[src/rst_seq_defs.vh]
/*
 * Timing counts, reset values and encodings for the reset and clock
 * start-up sequencer. Assumes a 20 MHz oscillator clock on the module.
 */
`ifndef RST_SEQ_DEFS_VH
`define RST_SEQ_DEFS_VH

// ----------------------------------------------------------------------
// Clock rate and times
// ----------------------------------------------------------------------
`define CLOCK_MHZ        20
`define OSC_START_NS     3000
`define DRIVE_US         600
// Counts sized to the 16-bit counters; recompute if CLOCK_MHZ changes
`define OSC_START_CYC    16'h003c
`define DRIVE_CYC        16'h2ee0
`define WDOG_CYC         16'h0200
`define BUS_DELAY_CYC    16'h0020
`define PIN_LOW_MIN_CYC  16'h0020
`define STRAP_HOLD_SYS   16'h03e8
`define LOCK_MIN_CYC     16'h2710

// ----------------------------------------------------------------------
// Reset values and encodings
// ----------------------------------------------------------------------
`define SYSTEM_CLOCK_DIVIDE_SELECT_RST       2'h0
`define SYSTEM_CLOCK_DIVIDE_SELECT_DIV4      2'h0
`define SYSTEM_CLOCK_DIVIDE_SELECT_DIV2      2'h2
`define SYSTEM_CLOCK_DIVIDE_SELECT_DIV1      2'h3
`define CODIV_RST        2'h0
`define CODIV_DIV4       2'h0
`define CODIV_DIV2       2'h1
`define PLLM_RST         4'h0
`define MODE_DIV4        2'h0
`define MODE_DIV2        2'h1
`define MODE_DIV1        2'h2
`define MODE_PLL         2'h3

`endif

[src/reset_clock_sequencer.v]
/*
 * Reset and clock start-up sequencer: power-on reset, reset pin drive
 * and release, bus-valid delay, strap capture, clock divide defaults,
 * PLL relock and a glitch-free clock output pin.
 * Assumes resetn comes from the power-on supervisor and that the pin,
 * strap and brown-out inputs are asynchronous to clock.
 */
// Functional notes
// - System clock runs at oscillator divided by 4 after power-up.
// - Clock-output divider resets to 0 (/4): pin rate oscillator/16.
// - Boot step sets system divide select to /1: pin rate oscillator/4.
// - Clock output stays off the pin until user enables it.
// - Device-driven reset pulse lasts 600 us; a watchdog reset drives it for 512 cycles.
// - Bus activity valid 32 oscillator cycles after reset pin high.
// - Power-on reset generated internally; external pin optional.
// - Pin pulls enabled only while brown-out reset is high.
// - Multiplier write starts lock phase at oscillator divided by 2.
// - After lock completes, system clock takes the multiplied rate.
// - Multiplier 0x4 gives twice, 0x8 four times the oscillator.
// - All outputs come from flops on the one internal clock.
// - Outputs glitch-free through power transitions, except named pins.
// - Oscillator trusted only 3 us after start-up.
// - Lock period at least 10,000 cycles on internal oscillators.
`timescale 1ns/100ps
`default_nettype none
`include "rst_seq_defs.vh"

module reset_clock_sequencer #(
    parameter        GPIO_W      = 8,
    parameter        BOOT_W      = 2,
    parameter [7:0]  UNPROT_MASK = 8'h00,
    parameter [15:0] DRIVE_CYC   = `DRIVE_CYC
) (
    // Clock and power-on reset
    input  wire              clock,
    input  wire              resetn,
    // Reset pin, open drain
    input  wire              reset_pin_n_in,
    output reg               reset_pin_n_out,
    output reg               reset_pin_n_oe_n,
    // Supervisor and reset requests
    input  wire              brownout_reset,
    input  wire              watchdog_req,
    input  wire              soft_reset_req,
    // Boot-mode straps
    input  wire [BOOT_W-1:0] boot_mode_pins,
    output reg  [BOOT_W-1:0] boot_mode_q,
    output reg               boot_valid_q,
    // Clock configuration from user code
    input  wire              system_clock_divide_select_wr,
    input  wire [1:0]        system_clock_divide_select_in,
    input  wire              codiv_wr,
    input  wire [1:0]        codiv_in,
    input  wire              coen_wr,
    input  wire              coen_in,
    input  wire              pllm_wr,
    input  wire [3:0]        pllm_in,
    input  wire [15:0]       lock_prd_in,
    input  wire              intosc_sel,
    // Clock status and clock output pin
    output reg  [1:0]        sysclk_mode_q,
    output reg  [2:0]        pll_ratio_q,
    output reg               pll_locking_q,
    output reg               clock_output_pin,
    output reg               clock_output_oe_n,
    // Core status
    output reg               bus_valid_q,
    output reg               pull_enable_q,
    // General-purpose outputs
    input  wire [GPIO_W-1:0] gpio_in,
    input  wire [GPIO_W-1:0] gpio_oe_n_in,
    output reg  [GPIO_W-1:0] gpio_out,
    output reg  [GPIO_W-1:0] gpio_oe_n
);

    // ------------------------------------------------------------------
    // States and constants
    // ------------------------------------------------------------------
    localparam [2:0] S_OSC   = 3'h0;
    localparam [2:0] S_DRIVE = 3'h1;
    localparam [2:0] S_PIN   = 3'h2;
    localparam [2:0] S_DELAY = 3'h3;
    localparam [2:0] S_RUN   = 3'h4;

    localparam [15:0] OSC_CYC  = `OSC_START_CYC;
    localparam [15:0] WD_CYC   = `WDOG_CYC;
    localparam [15:0] BUS_CYC  = `BUS_DELAY_CYC;
    localparam [15:0] LOCK_MIN = `LOCK_MIN_CYC;

    // ------------------------------------------------------------------
    // Synchronisers
    // ------------------------------------------------------------------
    reg              pin_m_q;
    reg              pin_s_q;
    reg              bor_m_q;
    reg              bor_s_q;
    reg [BOOT_W-1:0] boot_m_q;
    reg [BOOT_W-1:0] boot_s_q;

    always @(posedge clock or negedge resetn) begin
        if (!resetn) begin
            pin_m_q  <= 1'b1;
            pin_s_q  <= 1'b1;
            bor_m_q  <= 1'b0;
            bor_s_q  <= 1'b0;
            boot_m_q <= {BOOT_W{1'b0}};
            boot_s_q <= {BOOT_W{1'b0}};
        end else begin
            pin_m_q  <= reset_pin_n_in;
            pin_s_q  <= pin_m_q;
            bor_m_q  <= brownout_reset;
            bor_s_q  <= bor_m_q;
            boot_m_q <= boot_mode_pins;
            boot_s_q <= boot_m_q;
        end
    end

    // ------------------------------------------------------------------
    // Reset sequence
    // ------------------------------------------------------------------
    reg  [2:0]  st_q;
    reg  [15:0] cnt_q;
    wire        run = (st_q == S_RUN);

    always @(posedge clock or negedge resetn) begin
        if (!resetn) begin
            st_q         <= S_OSC;
            cnt_q        <= 16'h0000;
            boot_mode_q  <= {BOOT_W{1'b0}};
            boot_valid_q <= 1'b0;
        end else begin
            case (st_q)
                S_OSC: begin
                    // Nothing is timed off the oscillator before it settles
                    if (cnt_q == OSC_CYC - 16'h0001) begin
                        st_q  <= S_DRIVE;
                        cnt_q <= DRIVE_CYC - 16'h0001;
                    end else begin
                        cnt_q <= cnt_q + 16'h0001;
                    end
                end
                S_DRIVE: begin
                    if (!bor_s_q) begin
                        cnt_q <= DRIVE_CYC - 16'h0001;
                    end else if (cnt_q == 16'h0000) begin
                        st_q <= S_PIN;
                    end else begin
                        cnt_q <= cnt_q - 16'h0001;
                    end
                end
                S_PIN: begin
                    // Waits out an external driver still holding the pin
                    if (!bor_s_q) begin
                        st_q  <= S_DRIVE;
                        cnt_q <= DRIVE_CYC - 16'h0001;
                    end else if (pin_s_q) begin
                        st_q  <= S_DELAY;
                        cnt_q <= BUS_CYC - 16'h0001;
                    end
                end
                S_DELAY: begin
                    if (!pin_s_q) begin
                        st_q <= S_PIN;
                    end else if (cnt_q == 16'h0000) begin
                        st_q         <= S_RUN;
                        boot_mode_q  <= boot_s_q;
                        boot_valid_q <= 1'b1;
                    end else begin
                        cnt_q <= cnt_q - 16'h0001;
                    end
                end
                S_RUN: begin
                    if (!bor_s_q) begin
                        st_q         <= S_DRIVE;
                        cnt_q        <= DRIVE_CYC - 16'h0001;
                        boot_valid_q <= 1'b0;
                    end else if (watchdog_req) begin
                        st_q         <= S_DRIVE;
                        cnt_q        <= WD_CYC - 16'h0001;
                        boot_valid_q <= 1'b0;
                    end else if (soft_reset_req) begin
                        st_q         <= S_DRIVE;
                        cnt_q        <= DRIVE_CYC - 16'h0001;
                        boot_valid_q <= 1'b0;
                    end else if (!pin_s_q) begin
                        st_q         <= S_PIN;
                        boot_valid_q <= 1'b0;
                    end
                end
                default: begin
                    st_q  <= S_OSC;
                    cnt_q <= 16'h0000;
                end
            endcase
        end
    end

    // ------------------------------------------------------------------
    // Clock configuration and PLL lock
    // ------------------------------------------------------------------
    reg  [1:0]  system_clock_divide_select_q;
    reg  [1:0]  codiv_q;
    reg         coen_q;
    reg  [3:0]  pllm_q;
    reg         lock_q;
    reg  [15:0] lcnt_q;
    reg         booted_q;
    wire [15:0] lock_len = (intosc_sel && lock_prd_in < LOCK_MIN) ?
                           LOCK_MIN : lock_prd_in;

    always @(posedge clock or negedge resetn) begin
        if (!resetn) begin
            system_clock_divide_select_q <= `SYSTEM_CLOCK_DIVIDE_SELECT_RST;
            codiv_q  <= `CODIV_RST;
            coen_q   <= 1'b0;
            pllm_q   <= `PLLM_RST;
            lock_q   <= 1'b0;
            lcnt_q   <= 16'h0000;
            booted_q <= 1'b0;
        end else if (!run) begin
            // Every reset brings the clocks back to power-up defaults
            system_clock_divide_select_q <= `SYSTEM_CLOCK_DIVIDE_SELECT_RST;
            codiv_q  <= `CODIV_RST;
            coen_q   <= 1'b0;
            pllm_q   <= `PLLM_RST;
            lock_q   <= 1'b0;
            lcnt_q   <= 16'h0000;
            booted_q <= 1'b0;
        end else begin
            booted_q <= 1'b1;
            if (!booted_q) begin
                system_clock_divide_select_q <= `SYSTEM_CLOCK_DIVIDE_SELECT_DIV1;
            end else if (system_clock_divide_select_wr) begin
                system_clock_divide_select_q <= system_clock_divide_select_in;
            end
            if (codiv_wr) begin
                codiv_q <= codiv_in;
            end
            if (coen_wr) begin
                coen_q <= coen_in;
            end
            if (pllm_wr) begin
                pllm_q <= pllm_in;
                lock_q <= 1'b1;
                lcnt_q <= lock_len;
            end else if (lock_q) begin
                if (lcnt_q <= 16'h0001) begin
                    lock_q <= 1'b0;
                end else begin
                    lcnt_q <= lcnt_q - 16'h0001;
                end
            end
        end
    end

    // ------------------------------------------------------------------
    // Clock mode and output divider
    // ------------------------------------------------------------------
    reg [1:0] mode_d;
    reg [4:0] sysf;
    reg [4:0] outf;
    reg [4:0] half_d;

    always @* begin
        if (lock_q) begin
            mode_d = `MODE_DIV2;
        end else if (pllm_q != `PLLM_RST) begin
            mode_d = `MODE_PLL;
        end else if (system_clock_divide_select_q == `SYSTEM_CLOCK_DIVIDE_SELECT_DIV1) begin
            mode_d = `MODE_DIV1;
        end else if (system_clock_divide_select_q == `SYSTEM_CLOCK_DIVIDE_SELECT_DIV2) begin
            mode_d = `MODE_DIV2;
        end else begin
            mode_d = `MODE_DIV4;
        end
        case (mode_d)
            `MODE_DIV4: sysf = 5'h04;
            `MODE_DIV2: sysf = 5'h02;
            default:    sysf = 5'h01;
        endcase
        case (codiv_q)
            `CODIV_DIV4: outf = 5'h04;
            `CODIV_DIV2: outf = 5'h02;
            default:     outf = 5'h01;
        endcase
        // Half period in oscillator cycles; faster than that is not
        // representable from this clock, so the pin then holds low
        if (mode_d == `MODE_PLL) begin
            half_d = 5'h00;
        end else begin
            half_d = ((sysf * outf) >> 1);
        end
    end

    reg [4:0] ph_q;
    reg       clk_q;

    always @(posedge clock or negedge resetn) begin
        if (!resetn) begin
            ph_q          <= 5'h00;
            clk_q         <= 1'b0;
            sysclk_mode_q <= `MODE_DIV4;
            pll_ratio_q   <= 3'h0;
        end else if (ph_q == 5'h00) begin
            // New settings only take effect on a phase edge
            sysclk_mode_q <= mode_d;
            pll_ratio_q   <= pllm_q[3:1];
            if (half_d == 5'h00) begin
                clk_q <= 1'b0;
                ph_q  <= 5'h00;
            end else begin
                clk_q <= ~clk_q;
                ph_q  <= half_d - 5'h01;
            end
        end else begin
            ph_q <= ph_q - 5'h01;
        end
    end

    // ------------------------------------------------------------------
    // Output stage, all on the one clock
    // ------------------------------------------------------------------
    always @(posedge clock or negedge resetn) begin
        if (!resetn) begin
            reset_pin_n_out   <= 1'b0;
            reset_pin_n_oe_n  <= 1'b1;
            pll_locking_q     <= 1'b0;
            clock_output_pin  <= 1'b0;
            clock_output_oe_n <= 1'b1;
            bus_valid_q       <= 1'b0;
            pull_enable_q     <= 1'b0;
        end else begin
            reset_pin_n_out   <= 1'b0;
            reset_pin_n_oe_n  <= ~(st_q == S_DRIVE);
            pll_locking_q     <= lock_q;
            clock_output_pin  <= coen_q & clk_q;
            clock_output_oe_n <= ~coen_q;
            bus_valid_q       <= run;
            pull_enable_q     <= bor_s_q;
        end
    end

    // Unprotected pins follow their source even through power events
    genvar i;
    generate
        for (i = 0; i < GPIO_W; i = i + 1) begin : g_gpio
            always @(posedge clock or negedge resetn) begin
                if (!resetn) begin
                    gpio_out[i]  <= 1'b0;
                    gpio_oe_n[i] <= 1'b1;
                end else if (run || UNPROT_MASK[i]) begin
                    gpio_out[i]  <= gpio_in[i];
                    gpio_oe_n[i] <= gpio_oe_n_in[i];
                end else begin
                    gpio_out[i]  <= 1'b0;
                    gpio_oe_n[i] <= 1'b1;
                end
            end
        end
    endgenerate

endmodule
`default_nettype wire

[config.mk]
export PLATFORM = sky130hd
export DESIGN_NAME = reset_clock_sequencer
export DESIGN_NICKNAME = d
export VERILOG_FILES = /design/src/reset_clock_sequencer.v
export VERILOG_INCLUDE_DIRS = /design/src
export SDC_FILE = /design/constraint.sdc
export NUM_CORES = 1
export LEC_CHECK = 0
export BUFFER_PORTS_ARGS = -buffer_cell sky130_fd_sc_hd__buf_2
export CAP_MARGIN = 20
export CORE_MARGIN = 3
export CORE_UTILIZATION = 60
export CTS_CLUSTER_DIAMETER = 30
export DETAILED_ROUTE_END_ITERATION = 16
export PLACE_DENSITY = 0.8
export SETUP_SLACK_MARGIN = 0.4
export SYNTH_ARGS = -nofsm -noshare
export SYNTH_HDL_FRONTEND = slang
export SYNTH_SLANG_ARGS = --single-unit
[constraint.sdc]
create_clock -name clock -period 6.1 [get_ports clock]
set_clock_uncertainty 0.15 [all_clocks]
set_input_delay 1.22 -clock clock [delete_from_list [all_inputs] [get_ports clock]]
set_output_delay 1.22 -clock clock [all_outputs]
set_load 0.05 [all_outputs]
==> results.json, run 1 <==
{
  "status": "complete, no violations",
  "routed_via_density": 6.39,
  "synth-edff-count": 0,
  "ant_nets": 0,
  "synth_top_area_cell": "dfrtp_1",
  "clkPwrFrac_pct": 34.3,
  "clock-sinks": 89,
  "seq_area_frac_synth_pct": 43.5,
  "drt-total-wl_um": 12700,
  "critPathSlowestCell": "fa_1",
  "port-buffer-count": 83,
  "synth_top_area_share_pct": 37.4,
  "route.met3.wl_um": 1130,
  "die_w_um": 98.7,
  "utilization_pct": 69.4,
  "n_fill_cell": 663,
  "cts.clk_slew.worst_paths_ns": 0.09,
  "layout_setup_ws_ns": 2.27,
  "post_cts_resized": 0,
  "cellPowerDensity_nw_per_um2": 212,
  "cell_internal_pwr_mw": 0.888,
  "cp.arrival_ns": 3.97,
  "rsz0062_at_grt": "false",
  "worst_pin_slew_ns": 1.07,
  "die_height_um": 98.7,
  "worstHoldStart": "bor_m_q$_DFF_PN0_",
  "holdPathEnd": "bor_s_q$_DFF_PN0_",
  "ys_top_cells_by_area": "dfrtp_1 37%, dfstp_2 6.1%, o21ai_0 3.3%",
  "syn_inst": 545,
  "start_kind": "register",
  "htreeDepth": 3,
  "grt_usage_pct": 26.8,
  "cp_max_fo": 8,
  "grt.overflow.total": 0,
  "drive_above_1_share_pct": 21.8,
  "wl_per_cell_um": 17.7,
  "end_kind": "register",
  "switching_share_pct": 27.4,
  "path_buf_inv": 2,
  "drt_iter0_markers": 382,
  "p_total_mw": 1.22,
  "ios": 85,
  "post-synth-top-count-cell": "dfrtp_1",
  "clock_latency_ns": 0.37,
  "synth.net_count": 609,
  "hold_violations": 0,
  "dp_hpwl_um": 9040,
  "worstPathCellList": "nor4_1, buf_2, a21oi_1, or3b_2, fa_1, inv_1, ha_1, fa_1, xnor2_1, o21ai_0, o21ai_0, mux2i_1",
  "yosys_warnings": 0,
  "irDropWorstVdd_mv": 0.219,
  "comb_power_share_pct": 13.4,
  "p_sw_mw": 0.335,
  "synthArstFlopShare_pct": 100,
  "ys_types": 69,
  "p_leak_nw": 2.56,
  "die_area_um2": 9740,
  "n_antenna_cell": 0,
  "post-place-ws_ns": 1.86,
  "antenna_found_initial": 0,
  "path_class": "register to register",
  "rows": 33,
  "r2r_cells": 12,
  "final.setup.tns_ns": 0,
  "syn_avg_cell_area_um2": 9.46,
  "r2r_start": "pllm_q[1]$_DFFE_PN0P_",
  "critPathMaxStageDelay_ns": 0.51,
  "core_um2": 8300,
  "rr_endpoint": "clk_q$_DFFE_PN0P_",
  "nets": 670,
  "cts_buffers": 9,
  "relSlewSlack_pct": 28.0,
  "cts_buffer_depth": 2,
  "synthesis.area_um2": 5160,
  "gp_congestion": 1.01,
  "cts_tree": "yes",
  "cts_root_buf": "clkbuf_8",
  "holdPathStages": 0,
  "wl_met2_um": 5990,
  "met1Wirelength_um": 5350,
  "r2r_slack_ns": 2.27,
  "route.detailed.drc": 0,
  "synth-main-ff-cell": "dfrtp_1",
  "grt_max_degree": 51,
  "setup_violations": 0,
  "area.growth.synth_to_final_pct": 11.7,
  "maxCapViolCount": 0,
  "drv_slew": 0,
  "post-route-period-util_pct": 62.8,
  "cts_hold_buf": 0,
  "post_cts_buffers": 0,
  "grt_pass1_wl_um": 21300,
  "via_count": 4573,
  "fmax_mhz": 261,
  "drt_first_pass_iters": 5,
  "initial_core_util_pct": 62.1,
  "synth_common_cells": "77 x dfrtp_1, 37 x nor2_1, 34 x o21ai_0",
  "fin_crit_ns": 3.83,
  "grt_pass1_vias": 4507,
  "critPathRequiredTime_ns": 6.24,
  "top_layer": "met4",
  "yosys_register_bits": 89,
  "cpLargestDelayFamily": "adder cells",
  "pwr-share-seq_pct": 52.2,
  "hp-class": "register to register"
}
## power groups by stage
| stage | sequential (mW) | clock [mW] | combinational (mW) |
|---|---|---|---|
| CTS | 0.639 | 0.426 | 0.166 |
| detailed placement | 0.650 | 0 | 0.164 |
| global placement | 0.649 | 0 | 0.159 |
| floorplan | 0.661 | 0 | 0.0917 |
| finish | 0.639 | 0.420 | 0.164 |
| global route | 0.644 | 0.455 | 0.181 |
## routing by layer
metal / up-vias / GRT usage [%]
li1: 2136 / -
met1: 2177 / 37.7
met2: 240 / 41.5
met3: 20 / 5.59
met4: 0 / 9.66
met5: - / 0
## layout by cell type, fill, tap and decap left out, types with 6 or more instances in the layout
| cell type | instances |
|---|---|
| or4_1 | 8 |
| nand2_1 | 27 |
| a22o_1 | 6 |
| dfrtp_1 | 77 |
| nor2_1 | 37 |
| nor4_1 | 13 |
| a211oi_1 | 8 |
| o211ai_1 | 11 |
| buf_2 | 83 |
| o21a_1 | 9 |
| nor4b_1 | 6 |
| nand4_1 | 6 |
| xor2_1 | 7 |
| nor2b_1 | 8 |
| inv_1 | 17 |
| a31oi_1 | 10 |
| nor3b_1 | 6 |
| o31ai_1 | 8 |
| o21ai_0 | 34 |
| ha_1 | 8 |
| xnor2_1 | 17 |
| a21oi_1 | 33 |
| and2_1 | 10 |
| dfstp_2 | 12 |
| mux2i_1 | 10 |
| nor3_1 | 21 |
| nand2b_1 | 13 |
| nand3_1 | 17 |
| clkbuf_8 | 10 |
## area by class of cell
cell class              instances  area, um2  area share (%)
multi-input cells             401       2670            46.4
clock buffers                  10        138            2.39
flip-flops and latches         89       2240            38.9
inverters                      18       67.6            1.17
well taps                     105        131            2.28
clock inverters                 6       65.1            1.13
repair buffers                 87        445            7.73
## worst max path at each step
stage                                     start           endpoint  slack [ns]  depth (start not counted)
after floorplan           pllm_q[1]$_DFFE_PN0P_  clk_q$_DFFE_PN0P_        2.30                         11
after global placement    pllm_q[1]$_DFFE_PN0P_  clk_q$_DFFE_PN0P_        2.01                         11
after detailed placement  pllm_q[1]$_DFFE_PN0P_  clk_q$_DFFE_PN0P_        1.86                         11
after CTS                 pllm_q[1]$_DFFE_PN0P_  clk_q$_DFFE_PN0P_        1.83                         11
after global routing      pllm_q[1]$_DFFE_PN0P_  clk_q$_DFFE_PN0P_        2.07                         12
final                     pllm_q[1]$_DFFE_PN0P_  clk_q$_DFFE_PN0P_        2.27                         12
## worst register-to-register path, cell delays in order (launching register included)
cell and delay [ns]:
dfrtp_1 0.41, nor4_1 0.33, buf_2 0.25, a21oi_1 0.13
or3b_2 0.50, fa_1 0.51, inv_1 0.04, ha_1 0.20
fa_1 0.39, xnor2_1 0.15, o21ai_0 0.41, o21ai_0 0.17
mux2i_1 0.13
## per-stage QoR
step / std cells / cell area [um2] / hold WS, ns
global placement: 699 / 5550 / 0.182
global route: 716 / 5760 / 0.217
detailed placement: 699 / 5550 / 0.190
CTS: 715 / 5760 / 0.211
floorplan: 545 / 5160 / 0.181
finish: 716 / 5760 / 0.206
## logic make-up after synthesis
kind of cell,after synthesis,synth area share [%]
other cells,1,0.0727
mux,17,3.47
fa+ha+maj,10,2.72
xor+xnor,24,4.08
compound gates,148,19.0
flops,89,43.5
buf+inv,55,4.68
simple gates,201,22.5
## state kept, by name, indices dropped and copies added, names as in the netlist, 2 cells and up
signal and cells:
cnt_q 16, lcnt_q 16, gpio_oe_n 8, gpio_out 8, ph_q 5, pllm_q 4, pll_ratio_q 3, st_q 3
boot_m_q 2, boot_mode_q 2, boot_s_q 2, codiv_q 2, sysclk_mode_q 2, system_clock_divide_select_q 2
Note: power is estimated with default switching activity, not from simulation.
==> inputs of run 2 (changes only) <==
--- a/config.mk
+++ b/config.mk
@@ -9,10 +9,10 @@
 export BUFFER_PORTS_ARGS = -buffer_cell sky130_fd_sc_hd__buf_2
 export CAP_MARGIN = 20
 export CORE_MARGIN = 3
-export CORE_UTILIZATION = 60
+export CORE_UTILIZATION = 51
 export CTS_CLUSTER_DIAMETER = 30
 export DETAILED_ROUTE_END_ITERATION = 16
-export PLACE_DENSITY = 0.8
+export PLACE_DENSITY = 0.72
 export SETUP_SLACK_MARGIN = 0.4
 export SYNTH_ARGS = -nofsm -noshare
 export SYNTH_HDL_FRONTEND = slang
==> constraint.sdc (replaced) <==
create_clock -name clock -period 3.5 [get_ports clock]
set_clock_uncertainty 0.15 [all_clocks]
set_input_delay 0.7 -clock clock [delete_from_list [all_inputs] [get_ports clock]]
set_output_delay 0.7 -clock clock [all_outputs]
set_load 0.05 [all_outputs]
==> results.json, run 2 (same netlist as run 1, synthesis figures left out) <==
{
  "p_sw_mw": 0.593,
  "cell_internal_pwr_mw": 1.54,
  "drt_first_pass_iters": 5,
  "dp_hpwl_um": 9230,
  "cp-endpoint": "ph_q[1]$_DFF_PN0_",
  "area.growth.synth_to_final_pct": 14.7,
  "wl_per_cell_um": 17.5,
  "port-buffer-count": 83,
  "reg_top3": "cnt_q x16, lcnt_q x16",
  "ant_nets": 0,
  "end_kind": "register",
  "htreeDepth": 3,
  "drv_slew": 0,
  "grt_util_met1_pct": 32.7,
  "fin_crit_ns": 3.25,
  "p_leak_nw": 2.61,
  "core_um2": 9820,
  "switching_share_pct": 27.8,
  "grt_util_met3_pct": 5.71,
  "top_usage_layer": "met2",
  "antenna_found_initial": 0,
  "path_class": "register to register",
  "start_kind": "register",
  "r2r_start": "pllm_q[2]$_DFFE_PN0P_",
  "clkPwrFrac_pct": 33.8,
  "grt.overflow.total": 0,
  "fmax_mhz": 307,
  "cts_buffers": 9,
  "final.setup.tns_ns": 0,
  "layout_common_cells": "82 x buf_2, 77 x dfrtp_1, 37 x nor2_1",
  "die_height_um": 107,
  "cellPowerDensity_nw_per_um2": 360,
  "nets": 679,
  "drt-total-wl_um": 13200,
  "die_w_um": 107,
  "met2_usage_pct": 38.2,
  "routed_via_density": 6.12,
  "drt_iter0_markers": 323,
  "die_area_um2": 11400,
  "cp.arrival_ns": 3.35,
  "r2r_cells": 12,
  "hold_violations": 0,
  "critPathRequiredTime_ns": 3.60,
  "cts_buffer_depth": 2,
  "rsz0062_at_grt": "true",
  "gp_congestion": 0.975,
  "n_fill_cell": 889,
  "rr_endpoint": "ph_q[1]$_DFF_PN0_",
  "via_count": 4611,
  "grt_max_degree": 85,
  "whs_ns": 0.0493,
  "rows": 36,
  "cp_max_fo": 5,
  "cts_tree": "yes",
  "comb_power_share_pct": 13.7,
  "status": "complete, no violations",
  "layout_setup_ws_ns": 0.245,
  "grt_pass1_wl_um": 22000,
  "layout_commonest_cell": "buf_2",
  "worst_pin_slew_ns": 1.13,
  "pwr-share-seq_pct": 52.4,
  "cts_root_buf": "clkbuf_8",
  "route.detailed.drc": 0,
  "n_antenna_cell": 0,
  "grt_usage_pct": 24.1,
  "hp-class": "input port to asynchronous set/reset pin",
  "initial_core_util_pct": 52.5,
  "ios": 85,
  "grt_pass1_vias": 4519,
  "critPathLaunch": "pllm_q[2]$_DFFE_PN0P_",
  "relSlewSlack_pct": 24.0,
  "utilization_pct": 60.2,
  "cts.clk_slew.worst_paths_ns": 0.10,
  "post-place-ws_ns": 0.222,
  "p_total_mw": 2.13,
  "clock-sinks": 89,
  "maxCapViolCount": 0,
  "setup_violations": 0,
  "clock_latency_ns": 0.38,
  "drive_above_1_share_pct": 23.4,
  "irDropWorstVdd_mv": 0.263,
  "r2r_slack_ns": 0.25,
  "post-route-period-util_pct": 93.0
}
[run 2: changes by cell type in the layout (fill, tap and decap cells not counted), sizes merged]
cell / change
clkbuf: +2
buf: +9
clkinv: -2
[run 2: worst min path at each step]
stage	startpoint	endpoint	slack (ns)
final	resetn	cnt_q[8]$_DFFE_PN0P_	0.05
after CTS	boot_m_q[0]$_DFF_PN0_	boot_s_q[0]$_DFF_PN0_	0.21
after detailed placement	boot_m_q[0]$_DFF_PN0_	boot_s_q[0]$_DFF_PN0_	0.19
after floorplan	boot_m_q[0]$_DFF_PN0_	boot_s_q[0]$_DFF_PN0_	0.18
after global routing	resetn	cnt_q[8]$_DFFE_PN0P_	0.05
after global placement	boot_m_q[0]$_DFF_PN0_	boot_s_q[0]$_DFF_PN0_	0.18
[run 2: worst max-delay path, stage by stage, from the launching register on]
cell       delay (ns)
dfrtp_1          0.43
nor4_4           0.32
a21oi_2          0.10
or3b_4           0.38
fa_1             0.51
inv_1            0.04
ha_2             0.17
fa_2             0.35
xnor2_2          0.15
nand4_1          0.10
o21ai_2          0.10
o2111ai_1        0.20
o211ai_1         0.12
[run 2: stage by stage]
step,cell area (um2),std cells
5_1_grt,5910,753
6_report,5910,753
2_1_floorplan,5190,545
4_1_cts,5880,751
3_3_place_gp,5660,732
3_5_place_dp,5660,732
[run 2: final cells by class]
type	instances	area [um2]	area share, %
timing repair buffer	96	536	9.06
inverter	18	67.6	1.14
clock inverter	4	55.1	0.931
tap	133	166	2.81
multi-input combinational	401	2710	45.8
sequential	89	2240	37.9
clock buffer	12	135	2.29
[run 2: metal layers]
| metal | vias to the layer above | part of all wire [%] | routed length, um |
|---|---|---|---|
| met5 | - | 0 | 0 |
| met4 | 0 | 1.9 | 244 |
| met3 | 24 | 7.3 | 958 |
| met2 | 196 | 47 | 6220 |
| met1 | 2237 | 44 | 5750 |
| li1 | 2154 | - | - |
[run 2: power groups by stage]
| stage | clock network (mW) | logic (mW) | registers [mW] |
|---|---|---|---|
| final | 0.720 | 0.293 | 1.12 |
| after detailed placement | 0 | 0.288 | 1.14 |
| after CTS | 0.727 | 0.292 | 1.12 |
| after global routing | 0.776 | 0.327 | 1.12 |
| after floorplan | 0 | 0.162 | 1.15 |
| after global placement | 0 | 0.278 | 1.13 |
[run 2: repair_timing]
item / 4_1_cts / 5_1_grt
hold buffers: 0 / 0
pin swaps: 4 / 6
setup buffers: 3 / 1
hold endpoints to repair: 0 / 0
resized for setup: 2 / 0
endpoints found under the setup margin: 5 / 5
